<file path="src/design/dma_evt_params.svh">
// constants for the dma channel event and completion interrupt controller
`ifndef DMA_EVT_PARAMS_SVH
`define DMA_EVT_PARAMS_SVH
`define CH_N        32
`define QCH_N       8
`define ALL_N       40
`define IDX_W       6
`define CODE_W      5
`define REG_N       2
`define HIST_DEPTH  4
`define HIST_IDX_W  2
`define LINK_W      16
`define NULL_LINK   16'hFFFF
`define KEEP_OFF    1'h0
`define ST_IDLE_V   2'h1
`define ST_OFFER_V  2'h2
`endif

</file>
<file path="src/design/dma_evt_pkg.sv">
// types shared by the dma event and completion interrupt controller
`include "dma_evt_params.svh"
package dma_evt_pkg;
  typedef enum logic [1:0] {
    ST_IDLE  = `ST_IDLE_V,
    ST_OFFER = `ST_OFFER_V
  } svc_state_e;
  typedef logic [`IDX_W-1:0] chan_idx_t;
endpackage

</file>
<file path="src/design/hist_if.sv">
// carrier between the controller and its serviced-event history
`timescale 1ns/1ps
`default_nettype none
`include "dma_evt_params.svh"
interface hist_if;
  logic                   push;
  dma_evt_pkg::chan_idx_t ch;
  logic [`HIST_IDX_W-1:0] rd_idx;
  dma_evt_pkg::chan_idx_t rd_ch;
  logic                   rd_vld;
  modport prod  (output push, ch, rd_idx, input rd_ch, rd_vld);
  modport store (input push, ch, rd_idx, output rd_ch, rd_vld);
endinterface
`default_nettype wire

</file>
<file path="src/design/w1_bits.sv">
// bank of flags changed only by write-1 set and write-1 clear strobes
`timescale 1ns/1ps
`default_nettype none
module w1_bits #(
  parameter int W = 32
) (
  // clock and reset
  input  wire logic         mclk_i,
  input  wire logic         rst_n_i,
  // write-1 strobes
  input  wire logic [W-1:0] set_i,
  input  wire logic [W-1:0] clr_i,
  // flags
  output logic      [W-1:0] q_o
);
  // set beats clear so an event in the clearing cycle is kept
  always_ff @(posedge mclk_i)
  begin
    if (!rst_n_i)
      q_o <= '0;
    else
      q_o <= set_i | (q_o & ~clr_i);
  end
endmodule
`default_nettype wire

</file>
<file path="src/design/evt_history.sv">
// ring of recently serviced channels, kept readable after use
`timescale 1ns/1ps
`default_nettype none
`include "dma_evt_params.svh"
module evt_history (
  // clock and reset
  input  wire logic mclk_i,
  input  wire logic rst_n_i,
  // producer side
  hist_if.store     h
);
  dma_evt_pkg::chan_idx_t ent_q [`HIST_DEPTH];
  logic [`HIST_DEPTH-1:0] vld_q;
  logic [`HIST_IDX_W-1:0] wp_q;

  // entries are never consumed, only overwritten when the ring wraps
  always_ff @(posedge mclk_i)
  begin
    if (!rst_n_i)
    begin
      wp_q  <= '0;
      vld_q <= '0;
      for (int i = 0; i < `HIST_DEPTH; i++)
        ent_q[i] <= '0;
    end
    else if (h.push)
    begin
      ent_q[wp_q] <= h.ch;
      vld_q[wp_q] <= 1'b1;
      wp_q        <= wp_q + 2'h1;
    end
  end

  always_ff @(posedge mclk_i)
  begin
    if (!rst_n_i)
    begin
      h.rd_ch  <= '0;
      h.rd_vld <= 1'b0;
    end
    else
    begin
      h.rd_ch  <= ent_q[h.rd_idx];
      h.rd_vld <= vld_q[h.rd_idx];
    end
  end
endmodule
`default_nettype wire

</file>
<file path="src/design/dma_event_irq_ctl.sv">
// event acceptance, null-set error flags and completion interrupts of a dma channel controller
`timescale 1ns/1ps
`default_nettype none
`include "dma_evt_params.svh"
module dma_event_irq_ctl (
  // clock and reset
  input  wire logic                                 mclk_i,
  input  wire logic                                 rst_n_i,
  // event sources and write-1 ports
  input  wire logic [`CH_N-1:0]                     periph_evt_i,
  input  wire logic [`CH_N-1:0]                     event_set_port_i,
  input  wire logic [`CH_N-1:0]                     event_latch_clear_port_i,
  input  wire logic [`CH_N-1:0]                     enable_mask_set_port_i,
  input  wire logic [`CH_N-1:0]                     enable_mask_clear_port_i,
  input  wire logic [`QCH_N-1:0]                    quick_enable_set_i,
  input  wire logic [`QCH_N-1:0]                    quick_enable_clear_i,
  input  wire logic [`CH_N-1:0]                     secondary_clear_i,
  input  wire logic [`CH_N-1:0]                     missed_clear_i,
  input  wire logic [`QCH_N-1:0]                    quick_secondary_clear_i,
  input  wire logic [`QCH_N-1:0]                    quick_missed_clear_i,
  input  wire logic [`CH_N-1:0]                     irq_enable_set_i,
  input  wire logic [`CH_N-1:0]                     irq_enable_clear_i,
  input  wire logic [`CH_N-1:0]                     pending_clear_port_i,
  // parameter set writes by software
  input  wire logic [`CH_N-1:0]                     set_write_i,
  input  wire logic [`QCH_N-1:0]                    quick_set_write_i,
  // shadow regions
  input  wire logic [`REG_N-1:0][`CH_N-1:0]         dma_region_access_mask_i,
  input  wire logic [`REG_N-1:0][`QCH_N-1:0]        quick_region_access_mask_i,
  input  wire logic                                 shd_wr_i,
  input  wire logic                                 shd_region_i,
  input  wire logic [`CH_N-1:0]                     shd_event_set_i,
  input  wire logic [`CH_N-1:0]                     shd_latch_clear_i,
  input  wire logic [`CH_N-1:0]                     shd_pending_clear_i,
  input  wire logic [`QCH_N-1:0]                    shd_quick_enable_set_i,
  output logic      [`CH_N-1:0]                     shd_event_latch_o,
  output logic      [`CH_N-1:0]                     shd_pending_o,
  // transfer request hand-off
  output logic                                      svc_valid_o,
  output dma_evt_pkg::chan_idx_t                    svc_ch_o,
  input  wire logic                                 svc_ready_i,
  input  wire logic                                 sub_keep_i,
  input  wire logic [`LINK_W-1:0]                   sub_link_i,
  input  wire logic                                 sub_early_i,
  input  wire logic                                 sub_final_i,
  input  wire logic                                 sub_final_completion_irq_en_i,
  input  wire logic                                 sub_intermediate_completion_irq_en_i,
  input  wire logic                                 sub_chain_en_i,
  input  wire logic [`CODE_W-1:0]                   sub_code_i,
  input  wire logic                                 sub_bypass_i,
  // completions from the transfer controller
  input  wire logic                                 cmp_valid_i,
  input  wire logic                                 cmp_final_i,
  input  wire logic                                 cmp_final_completion_irq_en_i,
  input  wire logic                                 cmp_intermediate_completion_irq_en_i,
  input  wire logic                                 cmp_chain_en_i,
  input  wire logic [`CODE_W-1:0]                   cmp_code_i,
  input  wire logic                                 xfer_busy_i,
  // status and interrupts
  output logic      [`CH_N-1:0]                     event_latch_o,
  output logic      [`CH_N-1:0]                     event_enable_mask_o,
  output logic      [`QCH_N-1:0]                    quick_channel_enable_mask_o,
  output logic      [`CH_N-1:0]                     secondary_event_flags_o,
  output logic      [`CH_N-1:0]                     event_missed_flags_o,
  output logic      [`QCH_N-1:0]                    quick_secondary_flags_o,
  output logic      [`QCH_N-1:0]                    quick_missed_flags_o,
  output logic      [`CH_N-1:0]                     completion_pending_flags_o,
  output logic      [`CH_N-1:0]                     completion_irq_enable_mask_o,
  output logic                                      cmp_irq_o,
  output logic      [`REG_N-1:0]                    region_irq_o,
  output logic                                      err_irq_o,
  output logic                                      cc_busy_o,
  output logic                                      pwr_idle_o,
  // serviced-event history
  input  wire logic [`HIST_IDX_W-1:0]               hist_idx_i,
  output dma_evt_pkg::chan_idx_t                    hist_ch_o,
  output logic                                      hist_vld_o
);
  function automatic logic [`ALL_N-1:0] onehot(input dma_evt_pkg::chan_idx_t idx);
    onehot = '0;
    onehot[idx] = 1'b1;
  endfunction

  function automatic dma_evt_pkg::chan_idx_t first_set(input logic [`ALL_N-1:0] v);
    first_set = '0;
    for (int i = `ALL_N - 1; i >= 0; i--)
      if (v[i])
        first_set = dma_evt_pkg::chan_idx_t'(i);
  endfunction

  function automatic logic [`CH_N-1:0] code_bit(input logic [`CODE_W-1:0] code);
    logic [`ALL_N-1:0] full;
    full = onehot({1'b0, code});
    code_bit = full[`CH_N-1:0];
  endfunction

  function automatic logic [`QCH_N-1:0] q_pick_bit(input dma_evt_pkg::chan_idx_t idx);
    logic [`ALL_N-1:0] full;
    full = onehot(idx);
    q_pick_bit = full[`ALL_N-1:`CH_N];
  endfunction

  dma_evt_pkg::svc_state_e st_q;
  dma_evt_pkg::chan_idx_t  pick_q;
  logic [`CH_N-1:0]  er_q, eer_q, ser_q, emr_q, trg_q, null_q, ipr_q, ier_q;
  logic [`QCH_N-1:0] quick_channel_enable_mask_q, quick_secondary_flags_q, quick_missed_flags_q, qtrg_q, qnull_q, qreload_q;
  logic [`CH_N-1:0]  shd_mask, shd_set, chain, man_arr, en_arr, null_now, arr_err, er_clr;
  logic [`CH_N-1:0]  ipr_set, ipr_clr, d_elig, d_pick;
  logic [`QCH_N-1:0] qarr, qnull_now, qerr, q_elig, q_pick;
  logic [`ALL_N-1:0] elig, pick_vec;
  logic              any_elig, take, accept, null_sub;
  hist_if            hq ();

  assign shd_mask  = dma_region_access_mask_i[shd_region_i];
  assign shd_set   = shd_wr_i ? (shd_event_set_i & shd_mask) : '0;
  assign chain     = ((accept && sub_early_i && sub_chain_en_i) ? code_bit(sub_code_i) : '0)
                   | ((cmp_valid_i && cmp_chain_en_i) ? code_bit(cmp_code_i) : '0);
  assign man_arr   = event_set_port_i | shd_set | chain;
  assign en_arr    = (periph_evt_i & eer_q) | man_arr;
  // a fresh software write makes the set live again in the same cycle
  assign null_now  = null_q & ~set_write_i;
  assign arr_err   = en_arr & null_now;
  assign er_clr    = event_latch_clear_port_i | d_pick
                   | (shd_wr_i ? (shd_latch_clear_i & shd_mask) : '0);
  assign qarr      = (quick_set_write_i | qreload_q) & quick_channel_enable_mask_q;
  assign qnull_now = qnull_q & ~quick_set_write_i;
  assign qerr      = qarr & qnull_now;

  w1_bits #(.W(`CH_N)) u_er (.mclk_i(mclk_i), .rst_n_i(rst_n_i),
    .set_i(periph_evt_i & ~(eer_q & null_now)), .clr_i(er_clr), .q_o(er_q));
  w1_bits #(.W(`CH_N)) u_eer (.mclk_i(mclk_i), .rst_n_i(rst_n_i),
    .set_i(enable_mask_set_port_i), .clr_i(enable_mask_clear_port_i), .q_o(eer_q));
  w1_bits #(.W(`CH_N)) u_trg (.mclk_i(mclk_i), .rst_n_i(rst_n_i),
    .set_i(man_arr & ~null_now), .clr_i(d_pick), .q_o(trg_q));
  w1_bits #(.W(`CH_N)) u_ser (.mclk_i(mclk_i), .rst_n_i(rst_n_i),
    .set_i(arr_err), .clr_i(secondary_clear_i), .q_o(ser_q));
  w1_bits #(.W(`CH_N)) u_emr (.mclk_i(mclk_i), .rst_n_i(rst_n_i),
    .set_i(arr_err | (en_arr & ser_q)), .clr_i(missed_clear_i), .q_o(emr_q));
  w1_bits #(.W(`QCH_N)) u_quick_channel_enable_mask (.mclk_i(mclk_i), .rst_n_i(rst_n_i),
    .set_i(quick_enable_set_i | (shd_wr_i ? (shd_quick_enable_set_i
      & quick_region_access_mask_i[shd_region_i]) : '0)),
    .clr_i(quick_enable_clear_i), .q_o(quick_channel_enable_mask_q));
  w1_bits #(.W(`QCH_N)) u_qtrg (.mclk_i(mclk_i), .rst_n_i(rst_n_i),
    .set_i(qarr & ~qnull_now), .clr_i(q_pick), .q_o(qtrg_q));
  w1_bits #(.W(`QCH_N)) u_quick_secondary_flags (.mclk_i(mclk_i), .rst_n_i(rst_n_i),
    .set_i(qerr), .clr_i(quick_secondary_clear_i), .q_o(quick_secondary_flags_q));
  w1_bits #(.W(`QCH_N)) u_quick_missed_flags (.mclk_i(mclk_i), .rst_n_i(rst_n_i),
    .set_i(qerr | (qarr & quick_secondary_flags_q)), .clr_i(quick_missed_clear_i), .q_o(quick_missed_flags_q));
  w1_bits #(.W(`CH_N)) u_ier (.mclk_i(mclk_i), .rst_n_i(rst_n_i),
    .set_i(irq_enable_set_i), .clr_i(irq_enable_clear_i), .q_o(ier_q));
  w1_bits #(.W(`CH_N)) u_ipr (.mclk_i(mclk_i), .rst_n_i(rst_n_i),
    .set_i(ipr_set), .clr_i(ipr_clr), .q_o(ipr_q));

  assign d_elig   = ((er_q & eer_q) | trg_q) & ~ser_q;
  assign q_elig   = qtrg_q & quick_channel_enable_mask_q & ~quick_secondary_flags_q;
  assign elig     = {q_elig, d_elig};
  assign any_elig = |elig;
  assign take     = (st_q == dma_evt_pkg::ST_IDLE) && any_elig;
  assign pick_vec = take ? onehot(first_set(elig)) : '0;
  assign d_pick   = pick_vec[`CH_N-1:0];
  assign q_pick   = pick_vec[`ALL_N-1:`CH_N];
  assign accept   = (st_q == dma_evt_pkg::ST_OFFER) && svc_ready_i;
  assign null_sub = accept && (sub_keep_i == `KEEP_OFF) && (sub_link_i == `NULL_LINK);

  // the request is held until the transfer controller takes it
  always_ff @(posedge mclk_i)
  begin
    if (!rst_n_i)
    begin
      st_q   <= dma_evt_pkg::ST_IDLE;
      pick_q <= '0;
    end
    else
    begin
      case (st_q)
        dma_evt_pkg::ST_IDLE:
          if (any_elig)
          begin
            pick_q <= first_set(elig);
            st_q   <= dma_evt_pkg::ST_OFFER;
          end
        dma_evt_pkg::ST_OFFER:
          if (svc_ready_i)
            st_q <= dma_evt_pkg::ST_IDLE;
        default:
          st_q <= dma_evt_pkg::ST_IDLE;
      endcase
    end
  end

  assign svc_valid_o = (st_q == dma_evt_pkg::ST_OFFER);
  assign svc_ch_o    = pick_q;

  // null reload after the last request; a quick set re-triggers one cycle later
  always_ff @(posedge mclk_i)
  begin
    if (!rst_n_i)
    begin
      null_q    <= '0;
      qnull_q   <= '0;
      qreload_q <= '0;
    end
    else
    begin
      null_q    <= ((null_sub && !pick_q[`IDX_W-1]) ? code_bit(pick_q[`CODE_W-1:0]) : '0)
                 | null_q & ~set_write_i;
      qnull_q   <= ((null_sub && pick_q[`IDX_W-1]) ? q_pick_bit(pick_q) : '0)
                 | qnull_q & ~quick_set_write_i;
      qreload_q <= (null_sub && pick_q[`IDX_W-1]) ? q_pick_bit(pick_q) : '0;
    end
  end

  // pending bit index is the completion code, not the channel
  assign ipr_set = ((accept && sub_early_i && (sub_final_i ? sub_final_completion_irq_en_i : sub_intermediate_completion_irq_en_i))
                    ? code_bit(sub_code_i) : '0)
                 | ((cmp_valid_i && (cmp_final_i ? cmp_final_completion_irq_en_i : cmp_intermediate_completion_irq_en_i))
                    ? code_bit(cmp_code_i) : '0);
  assign ipr_clr = pending_clear_port_i
                 | (shd_wr_i ? (shd_pending_clear_i & shd_mask) : '0);

  // interrupts and status registered; one cycle behind the flags
  always_ff @(posedge mclk_i)
  begin
    if (!rst_n_i)
    begin
      cmp_irq_o         <= 1'b0;
      err_irq_o         <= 1'b0;
      cc_busy_o         <= 1'b0;
      pwr_idle_o        <= 1'b0;
      shd_event_latch_o <= '0;
      shd_pending_o     <= '0;
    end
    else
    begin
      cmp_irq_o         <= |(ipr_q & ier_q);
      err_irq_o         <= (|emr_q) | (|quick_missed_flags_q);
      cc_busy_o         <= any_elig || svc_valid_o;
      pwr_idle_o        <= !(any_elig || svc_valid_o) && !xfer_busy_i;
      shd_event_latch_o <= er_q & shd_mask;
      shd_pending_o     <= ipr_q & shd_mask;
    end
  end

  for (genvar r = 0; r < `REG_N; r++)
  begin : g_region
    always_ff @(posedge mclk_i)
    begin
      if (!rst_n_i)
        region_irq_o[r] <= 1'b0;
      else
        region_irq_o[r] <= |(ipr_q & ier_q & dma_region_access_mask_i[r]);
    end
  end

  assign hq.push   = accept && !sub_bypass_i;
  assign hq.ch     = pick_q;
  assign hq.rd_idx = hist_idx_i;
  assign hist_ch_o  = hq.rd_ch;
  assign hist_vld_o = hq.rd_vld;
  evt_history u_hist (.mclk_i(mclk_i), .rst_n_i(rst_n_i), .h(hq.store));

  assign event_latch_o                = er_q;
  assign event_enable_mask_o          = eer_q;
  assign quick_channel_enable_mask_o  = quick_channel_enable_mask_q;
  assign secondary_event_flags_o      = ser_q;
  assign event_missed_flags_o         = emr_q;
  assign quick_secondary_flags_o      = quick_secondary_flags_q;
  assign quick_missed_flags_o         = quick_missed_flags_q;
  assign completion_pending_flags_o   = ipr_q;
  assign completion_irq_enable_mask_o = ier_q;

  chk_pick_enabled: assert property (@(posedge mclk_i) disable iff (!rst_n_i)
    take |-> ((d_pick & ~(er_q & eer_q | trg_q)) == '0) && ((q_pick & ~quick_channel_enable_mask_q) == '0))
    else $error("service picked a disabled event");
  chk_ser_blocks: assert property (@(posedge mclk_i) disable iff (!rst_n_i)
    $rose(svc_valid_o) && !svc_ch_o[`IDX_W-1]
      |-> (($past(ser_q) & code_bit(svc_ch_o[`CODE_W-1:0])) == '0))
    else $error("service on a channel with secondary flag");
  chk_null_error: assert property (@(posedge mclk_i) disable iff (!rst_n_i)
    arr_err != '0 |=> ((ser_q & emr_q & $past(arr_err)) == $past(arr_err)))
    else $error("null trigger did not set error flags");
  chk_null_reload: assert property (@(posedge mclk_i) disable iff (!rst_n_i)
    null_sub && !svc_ch_o[`IDX_W-1] |=> null_q[$past(svc_ch_o[`CODE_W-1:0])])
    else $error("set not made null after last request");
  chk_quick_retrig: assert property (@(posedge mclk_i) disable iff (!rst_n_i)
    null_sub && svc_ch_o[`IDX_W-1] |=> qreload_q == $past(q_pick_bit(svc_ch_o)))
    else $error("quick null reload did not trigger");
  chk_pend_code: assert property (@(posedge mclk_i) disable iff (!rst_n_i)
    cmp_valid_i && cmp_final_i && cmp_final_completion_irq_en_i |=> ipr_q[$past(cmp_code_i)])
    else $error("completion code did not set pending bit");
  chk_early_cmp: assert property (@(posedge mclk_i) disable iff (!rst_n_i)
    accept && sub_early_i && !sub_final_i && sub_intermediate_completion_irq_en_i |=> ipr_q[$past(sub_code_i)])
    else $error("early completion not signalled at hand-off");
  chk_irq_gate: assert property (@(posedge mclk_i) disable iff (!rst_n_i)
    cmp_irq_o |-> $past(|(ipr_q & ier_q)))
    else $error("completion irq without enabled pending bit");
  chk_region_irq: assert property (@(posedge mclk_i) disable iff (!rst_n_i)
    |(ipr_q & ier_q & dma_region_access_mask_i[1]) |=> region_irq_o[1])
    else $error("region irq missing");
  chk_latch_clear: assert property (@(posedge mclk_i) disable iff (!rst_n_i)
    ((er_q & ~$past(er_q)) | (~er_q & $past(er_q) & ~$past(er_clr))) == '0
      || $past(periph_evt_i) != '0)
    else $error("event latch changed without cause");
  chk_enable_ports: assert property (@(posedge mclk_i) disable iff (!rst_n_i)
    (eer_q & ~$past(eer_q) & ~$past(enable_mask_set_port_i)) == '0)
    else $error("enable mask set without write-1");
  chk_err_irq: assert property (@(posedge mclk_i) disable iff (!rst_n_i)
    emr_q != '0 |=> err_irq_o)
    else $error("missed flag without error irq");
endmodule
`default_nettype wire

</file>
<file path="config.mk">
export PLATFORM = sky130hd
export DESIGN_NAME = dma_event_irq_ctl
export DESIGN_NICKNAME = d
export VERILOG_FILES = /design/src/design/dma_evt_pkg.sv /design/src/design/hist_if.sv /design/src/design/w1_bits.sv /design/src/design/evt_history.sv /design/src/design/dma_event_irq_ctl.sv
export VERILOG_INCLUDE_DIRS = /design/src /design/src/design
export SDC_FILE = /design/constraint.sdc
export NUM_CORES = 1
export LEC_CHECK = 0
export BUFFER_PORTS_ARGS = -buffer_cell sky130_fd_sc_hd__clkbuf_2
export CAP_MARGIN = 40
export CORE_AREA = 2 2 355 357
export DETAILED_ROUTE_END_ITERATION = 10
export DIE_AREA = 0 0 357 359
export PLACE_DENSITY = 0.46
export SYNTH_ARGS = -nofsm -noshare
export SYNTH_HDL_FRONTEND = slang
export SYNTH_SLANG_ARGS = --single-unit
</file>
<file path="constraint.sdc">
create_clock -name mclk_i -period 2.2 [get_ports mclk_i]
set_input_delay 0.11 -clock mclk_i [delete_from_list [all_inputs] [get_ports mclk_i]]
set_output_delay 0.11 -clock mclk_i [all_outputs]
set_load 0.02 [all_outputs]
</file>
After elaboration in Yosys (flattened, before gate mapping)
Memory sizes are Yosys's and may differ from the RTL's. A register that Yosys moved wholly into a read port is not among the register bits.
Index checks and enable logic that the tools add are counted.
{"block": "classes", "n_addsub": 1, "magnitude_cmp": 14, "n_eq_ne": 5, "muxes": 81, "bitwise": 83, "reduce_logical": 34}
{"op": "$and A32 B32 Y32", "n": 24}
{"op": "$or A32 B32 Y32", "n": 18}
{"op": "$not A32 Y32", "n": 11}
{"op": "$mux W32", "n": 10}
{"op": "$mux W6", "n": 41}
{"op": "$reduce_or A32 Y1", "n": 4}
{"op": "$and A8 B8 Y8", "n": 12}
{"op": "$or A8 B8 Y8", "n": 8}
{"op": "$not A8 Y8", "n": 7}
{"op": "$mux W40", "n": 1}
{"op": "$reduce_or A40 Y1", "n": 1}
{"op": "$mux W8", "n": 4}
{"op": "$lt A5 B7 Y1 const B", "n": 3}
{"op": "$logic_and A1 B1 Y1", "n": 19}
{"op": "$eq A16 B16 Y1 const B", "n": 1}
{"op": "$demux W1 S5", "n": 3}
{"op": "$ge A5 B1 Y1 const B", "n": 3}
{"op": "$lt A6 B7 Y1 const B", "n": 2}
{"op": "$mux W1", "n": 14}
{"op": "$demux W1 S6", "n": 2}
{"op": "$ge A6 B1 Y1 const B", "n": 2}
{"op": "$reduce_or A8 Y1", "n": 1}
{"op": "$lt A2 B3 Y1 const B", "n": 2}
{"op": "$mux W2", "n": 3}
{"op": "other kinds (17)", "n": 22}
{"block": "totals", "ff_bits": 389, "ramBits": 24, "in_bits": 622, "output_inout_bits": 300, "wordCells": 246, "mem_count": 1}
{"name": "u_hist.ent_q", "words": 4, "word_bits": 6, "read_ports": 1, "rd_ports_with_merged_regs": 1, "wr": 4, "line_no": "evt_history.sv:12", "text": "dma_evt_pkg::chan_idx_t ent_q [`HIST_DEPTH];"}

Depth between registers and ports, before layout
{"block": "depth", "ltp_word": 52, "ltp_mapped": 10, "depth_no_buf": 8}

By module
A second synthesis with hierarchy kept.
{"block": "hier_totals", "cells_unflattened": 2283, "area_unflattened_um2": 20657.3}
{"mod": "dma_event_irq_ctl", "n_inst": 1, "cells_per_inst": 1374, "area_per_inst_um2": 9929.5, "seq_area_each_um2": 2522.4}
{"mod": "w1_bits at u_eer ...", "n_inst": 7, "cells_per_inst": 99, "area_per_inst_um2": 1114.8, "seq_area_each_um2": 640.6}
{"mod": "evt_history", "n_inst": 1, "cells_per_inst": 116, "area_per_inst_um2": 1572.8, "seq_area_each_um2": 980.9}
{"mod": "w1_bits at u_qtrg ...", "n_inst": 4, "cells_per_inst": 25, "area_per_inst_um2": 337.8, "seq_area_each_um2": 160.2}

Worst setup path after synthesis
Ideal clock, no wire load.
{"block": "synth_timing", "kind": "reg2reg", "start": "reg u_quick_secondary_flags.q_o[6]", "end": "reg u_er.q_o[24]", "setup_ps": 117, "arrival_ps": 2385, "required_time_ps": 2083, "slack_ps": -302, "path_stages_with_launch": 10, "n_path_buf": 1, "period_less_slack_ps": 2502, "cell_sequence": "dfxtp_1 -> and3b_1 -> nand2b_1 -> o21ai_0 -> a211oi_2 -> o211a_4 -> or2_1 -> buf_6 -> or3b_4 -> a32o_1"}
{"block": "synth_between", "elab_chain_cells": 51, "word_cells_on_any_way": 54, "cone_classes": "order compare: 2; mux: 42; bitwise: 7; reduce/logical: 3"}
{"element": "start: declaration", "line_no": "w1_bits.sv:14", "text": "output logic [W-1:0] q_o"}
{"element": "start signal: assignment", "line_no": "w1_bits.sv:22", "text": "q_o <= set_i | (q_o & ~clr_i);"}
{"element": "$not A8 Y8 (*)", "line_no": "dma_event_irq_ctl.sv:155", "text": "assign q_elig = qtrg_q & quick_channel_enable_mask_q & ~quick_secondary_flags_q;"}
{"element": "$and A8 B8 Y8 (*)", "line_no": "dma_event_irq_ctl.sv:155"}
{"element": "$mux W6 (3 in series)"}
{"element": "$mux W6 (11 in series)", "line_no": "dma_event_irq_ctl.sv:87", "text": "if (v[i])"}
{"element": "$mux W6"}
{"element": "$mux W6 (2 in series)", "line_no": "dma_event_irq_ctl.sv:87"}
{"element": "$mux W6 (12 in series)"}
{"element": "$mux W6 (2 in series)", "line_no": "dma_event_irq_ctl.sv:87"}
{"element": "[... 10 more ...]"}
{"element": "$mux W1 (implied by the code)", "line_no": "dma_event_irq_ctl.sv:81", "text": "onehot[idx] = 1'b1;"}
{"element": "$demux W1 S6", "line_no": "dma_event_irq_ctl.sv:81"}
{"element": "$mux W40 (*)", "line_no": "dma_event_irq_ctl.sv:159", "text": "assign pick_vec = take ? onehot(first_set(elig)) : '0;"}
{"element": "$or A32 B32 Y32 (*)", "line_no": "dma_event_irq_ctl.sv:123", "text": "assign er_clr = event_latch_clear_port_i | d_pick"}
{"element": "$or A32 B32 Y32 (*)", "line_no": "dma_event_irq_ctl.sv:124", "text": "| (shd_wr_i ? (shd_latch_clear_i & shd_mask) : '0);"}
{"element": "$not A32 Y32 (*)", "line_no": "w1_bits.sv:22"}
{"element": "$and A32 B32 Y32 (*)", "line_no": "w1_bits.sv:22"}
{"element": "$or A32 B32 Y32 (*)", "line_no": "w1_bits.sv:22"}
{"element": "end signal: assignment", "line_no": "w1_bits.sv:22"}
{"element": "end: declaration", "line_no": "w1_bits.sv:14"}
Mark *: on every way between the ends. The rest lies on a longest branch, timed or not.
A chain may end at the register's enable or synchronous reset.

Final worst setup path
{"block": "layout_timing", "start": "reg u_eer.q_o[16]", "end": "reg u_trg.q_o[7]"}
{"block": "layout_between", "elab_chain_cells": 28, "word_cells_on_any_way": 31, "cone_classes": "order compare: 2; mux: 20; bitwise: 6; reduce/logical: 3"}
{"element": "start: declaration", "line_no": "w1_bits.sv:14"}
{"element": "start signal: assignment", "line_no": "w1_bits.sv:22"}
{"element": "$and A32 B32 Y32 (*)", "line_no": "dma_event_irq_ctl.sv:154", "text": "assign d_elig = ((er_q & eer_q) | trg_q) & ~ser_q;"}
{"element": "$or A32 B32 Y32 (*)", "line_no": "dma_event_irq_ctl.sv:154"}
{"element": "$and A32 B32 Y32 (*)", "line_no": "dma_event_irq_ctl.sv:154"}
{"element": "$mux W6 (7 in series)"}
{"element": "$mux W6 (2 in series)", "line_no": "dma_event_irq_ctl.sv:87"}
{"element": "$mux W6 (2 in series)"}
{"element": "$mux W6", "line_no": "dma_event_irq_ctl.sv:87"}
{"element": "$mux W6 (3 in series)"}
{"element": "$mux W6 (2 in series)", "line_no": "dma_event_irq_ctl.sv:87"}
{"element": "$lt A6 B7 Y1 (implied by the code) or $ge A6 B1 Y1 (tied branches)", "line_no": "dma_event_irq_ctl.sv:81"}
{"element": "$logic_and A1 B1 Y1 (implied by the code)", "line_no": "dma_event_irq_ctl.sv:81"}
{"element": "$mux W1 (implied by the code)", "line_no": "dma_event_irq_ctl.sv:81"}
{"element": "$demux W1 S6", "line_no": "dma_event_irq_ctl.sv:81"}
{"element": "$mux W40 (*)", "line_no": "dma_event_irq_ctl.sv:159"}
{"element": "$not A32 Y32 (*)", "line_no": "w1_bits.sv:22"}
{"element": "$and A32 B32 Y32 (*)", "line_no": "w1_bits.sv:22"}
{"element": "$or A32 B32 Y32 (*)", "line_no": "w1_bits.sv:22"}
{"element": "end signal: assignment", "line_no": "w1_bits.sv:22"}
{"element": "end: declaration", "line_no": "w1_bits.sv:14"}
Marked as above.

==> flow_metrics.tcl <==
set metrics [dict create \
    yosys_warnings 0 \
    power_density_nw_per_um2 616 \
    crit_required_ns 2.73 \
    grt_use_met3_pct 4.89 \
    antenna_found_initial 44 \
    final_nets 4891 \
    htree_num_levels 2 \
    die_h_um 359 \
    synth_top_area_share_pct 40.6 \
    dpl.hpwl_um 141000 \
    drt_iter0_markers 1876 \
    ys_types 82 \
    core_um2 125000 \
    port_buffers 921 \
    ioPinCount 922 \
    via_per_inst 4.48 \
    r2r_cells 13 \
    die_x_um 357 \
    min_period_over_period_pct 125 \
    violations "negative setup slack" \
    first_pass_iters 7 \
    status "finished with violations" \
    clkPwrFrac_pct 42.0 \
    cp-endpoint "u_trg.q_o[7]" \
    routed_wl_um 166000 \
    synth_area_leaders "dfxtp_1 41%, a21oi_1 6.2%, nor2_1 5.7%, edfxtp_1 3.7%, nand3_1 2.8%" \
    clk_path_buf_depth 3 \
    critPathLaunchType "register" \
    synth_fp_nets 2938 \
    setup_slack_ns -0.554 \
    crit_start "u_eer.q_o[16]" \
    seq_area_frac_synth_pct 44.3 \
    ant_nets 0 \
    start_util_pct 15.6 \
    numCtsBuffers 57 \
    place_congestion 0.962 \
    swShare_pct 30.5 \
    first_global_vias 27100 \
    clk_pin_slew_ns 0.06 \
    die_area_um2 128000 \
    yosys_register_bits 419 \
    met1_usage_pct 29.7 \
    r2r_end "u_trg.q_o[7]" \
    ir_drop_uv 624 \
    wire_per_inst_um 27.8 \
    yosysTopAreaCell "dfxtp_1" \
    period_minus_slack_ns 2.75 \
    critPathCaptureType "register" \
    async_reset_ff_share_pct 0 \
    cts_tree "built" \
    rsz0062_at_grt "yes" \
    critPathKind "reg2reg" \
    rows 130 \
    fin_area_um2 38800 \
    leakagePower_uw 0.0174 \
    pwr-share-comb_pct 23.8 \
    areaGrowthSynthToFinish_pct 99.2 \
    syn_area_per_cell_um2 8.42 \
    clock_skew_ns 0.0188 \
    power_switching_uw 7290 \
    drive_above_1_share_pct 44.2 \
    maxSlewHeadroom_pct 51.9 \
    clkLatencyLatePin_ns 0.66 \
    grt.met2_usage_pct 44.0 \
    synth_area_um2 19500 \
    r2r-start "u_eer.q_o[16]" \
    grtUsageTotal_pct 24.9 \
    internal_power_uw 16600 \
    timing.fmax_mhz 363 \
    route.detailed.drc 0 \
    setup-violations-final 82 \
    hp-start "dma_region_access_mask_i[47]" \
    path_max_fanout 4 \
    cts_sinks 419 \
    grt_start_max_net_pins 72 \
    critPathArrivalTime_ns 3.28 \
    synth-edff-count 24 \
    synthCells 2312 \
    cts-root-buf "clkbuf_16" \
    pwr-share-seq_pct 34.2 \
    hold_path_class "in2reg" \
    drv_slew 0 \
    maxCapViolations 0 \
    dpl_cell_area_um2 30500 \
    nFillCells 13400 \
    ys.flop_type "dfxtp_1" \
    grt_pass1_wl_um 221000 \
    worst_pin_slew_ns 0.719 \
    vias 26800 \
    r2r_slack_ns -0.55 \
    post-route-util_pct 31.1 \
    hold_viol 0 \
    grt-busiest-layer "met2" \
    grt.overflow.total 0 \
]
-- worst min-delay path by stage --
stage / slack (ns) / to / cells after the start
2_1_floorplan: 0.19 / pwr_idle_o / 1
3_3_place_gp: 0.28 / pwr_idle_o / 2
3_5_place_dp: 0.28 / pwr_idle_o / 2
4_1_cts: 0.001 / region_irq_o[0] / 5
5_1_grt: 0.03 / u_eer.q_o[14] / 4
6_report: 0.04 / shd_event_latch_o[15] / 5
-- synthesized netlist by cell type (8+ instances only) --
library cell / count
dfxtp_1: 395
nand3_1: 109
or2_2: 12
and2_1: 57
a211o_1: 9
a211oi_1: 48
a32oi_1: 10
a32o_1: 17
nor2b_1: 83
a21o_1: 36
mux2_2: 21
o221a_2: 29
nor2_1: 297
a31oi_1: 10
o221ai_1: 10
edfxtp_1: 24
inv_1: 122
o211ai_1: 9
nor4_1: 16
a21oi_1: 243
nand2b_1: 77
a22oi_1: 15
o22ai_1: 37
buf_1: 8
o21a_1: 22
clkbuf_1: 69
nand4_1: 24
nor3_1: 22
nand2_1: 145
o21ai_0: 83
nand3b_1: 59
and3_1: 40
mux2i_1: 23
-- cells by family (layout without fill, tap and decap cells) --
| family | count (synthesis) | count (layout) | share of synthesized area, % |
|---|---|---|---|
| AOI/OAI and AO/OA | 657 | 657 | 22.5 |
| xor gates and xnor gates | 1 | 1 | 0.0450 |
| adders and majority gates | 4 | 4 | 0.257 |
| buffers and inverters | 206 | 2205 | 4.09 |
| DFF | 419 | 419 | 44.3 |
| muxes | 51 | 51 | 3.21 |
| other | 0 | 19 | 0 |
| and+or+nand+nor | 974 | 974 | 25.6 |
-- timing repair --
action                                 CTS  global route
endpoints found under the hold margin  357             0
setup endpoints to repair              139           137
gates resized for setup                187            91
buffers inserted                        19            18
pin swaps                               73            40
hold buffers                           483             0
-- state kept, by name, indices dropped and copies added (netlist names), 8 cells and up --
signal	cells
u_quick_channel_enable_mask.q_o	8
u_er.q_o	32
u_trg.q_o	32
u_ier.q_o	32
null_q	32
u_quick_secondary_flags.q_o	8
u_emr.q_o	32
u_ser.q_o	32
shd_pending_o	32
u_ipr.q_o	32
u_qtrg.q_o	8
u_eer.q_o	32
qreload_q	8
u_quick_missed_flags.q_o	8
qnull_q	8
shd_event_latch_o	32
u_hist.ent_q	24
-- power by group through the flow --
stage | clock (uW) | combinational (uW) | sequential (uW)
6_report | 10000 | 5690 | 8170
5_1_grt | 10600 | 5970 | 8190
4_1_cts | 10300 | 5490 | 8160
3_5_place_dp | 0 | 4450 | 8310
3_3_place_gp | 0 | 4440 | 8290
2_1_floorplan | 0 | 1290 | 8510
-- layout by cell type (no fill, tap or decap), types with 38 or more instances in the layout --
cell type,synthesis,final
a211oi_1,48,44
a21oi_1,243,204
and2_1,57,55
and3_1,40,38
buf_4,1,501
buf_6,2,45
clkbuf_16,0,60
clkbuf_2,0,920
dfxtp_1,395,331
dfxtp_2,0,51
dlygate4sd3_1,0,483
inv_1,122,120
nand2_1,145,140
nand2b_1,77,76
nand3_1,109,99
nand3b_1,59,59
nor2_1,297,284
nor2b_1,83,82
o21ai_0,83,47
-- through the flow --
| step | worst slack, ns | hold slack, ns | setup TNS [ns] | power (uW) | std cells |
|---|---|---|---|---|---|
| final | -0.554 | 0.0400 | -27.08 | 23900 | 5980 |
| after global routing | -0.614 | 0.0257 | -31.93 | 24800 | 5976 |
| after CTS | -0.503 | 0.00114 | -25.25 | 24000 | 5947 |
| after detailed placement | -0.691 | 0.281 | -52.94 | 12800 | 5345 |
| after global placement | -0.821 | 0.279 | -58.19 | 12700 | 5344 |
| after floorplan | -0.0742 | 0.187 | -0.861 | 9800 | 2312 |
-- worst max-delay path, cell delays in order, from the launching register on --
cell and delay (ns):
dfxtp_4 0.35, a21oi_4 0.18, buf_6 0.13, a2bb2o_4 0.23, buf_6 0.12, nor3b_1 0.12, o41a_1 0.40, a31oi_4 0.19
buf_4 0.14, buf_6 0.12, o211ai_1 0.19, buf_4 0.24, a211oi_2 0.15, nor3_1 0.06
-- metal layers --
| metal | wire length [um] | vias to the layer above | share of wire [%] |
|---|---|---|---|
| li1 | - | 12300 | - |
| met5 | 256 | - | 0.15 |
| met1 | 66800 | 13100 | 40 |
| met2 | 81900 | 1130 | 49 |
| met3 | 10600 | 266 | 6.4 |
| met4 | 6650 | 38 | 4.0 |
-- layout make-up --
cell class,count,area [um2],share of cell area [%]
diodes,19,47.5,0.123
clock buffers,78,1660,4.28
clock inverters,27,333,0.858
inverters,122,465,1.20
multi-input cells,1687,11200,28.9
flip-flops and latches,419,8740,22.5
well taps,1650,2060,5.32
repair buffers,1978,14300,36.8
(Power assumes the default switching activity.)
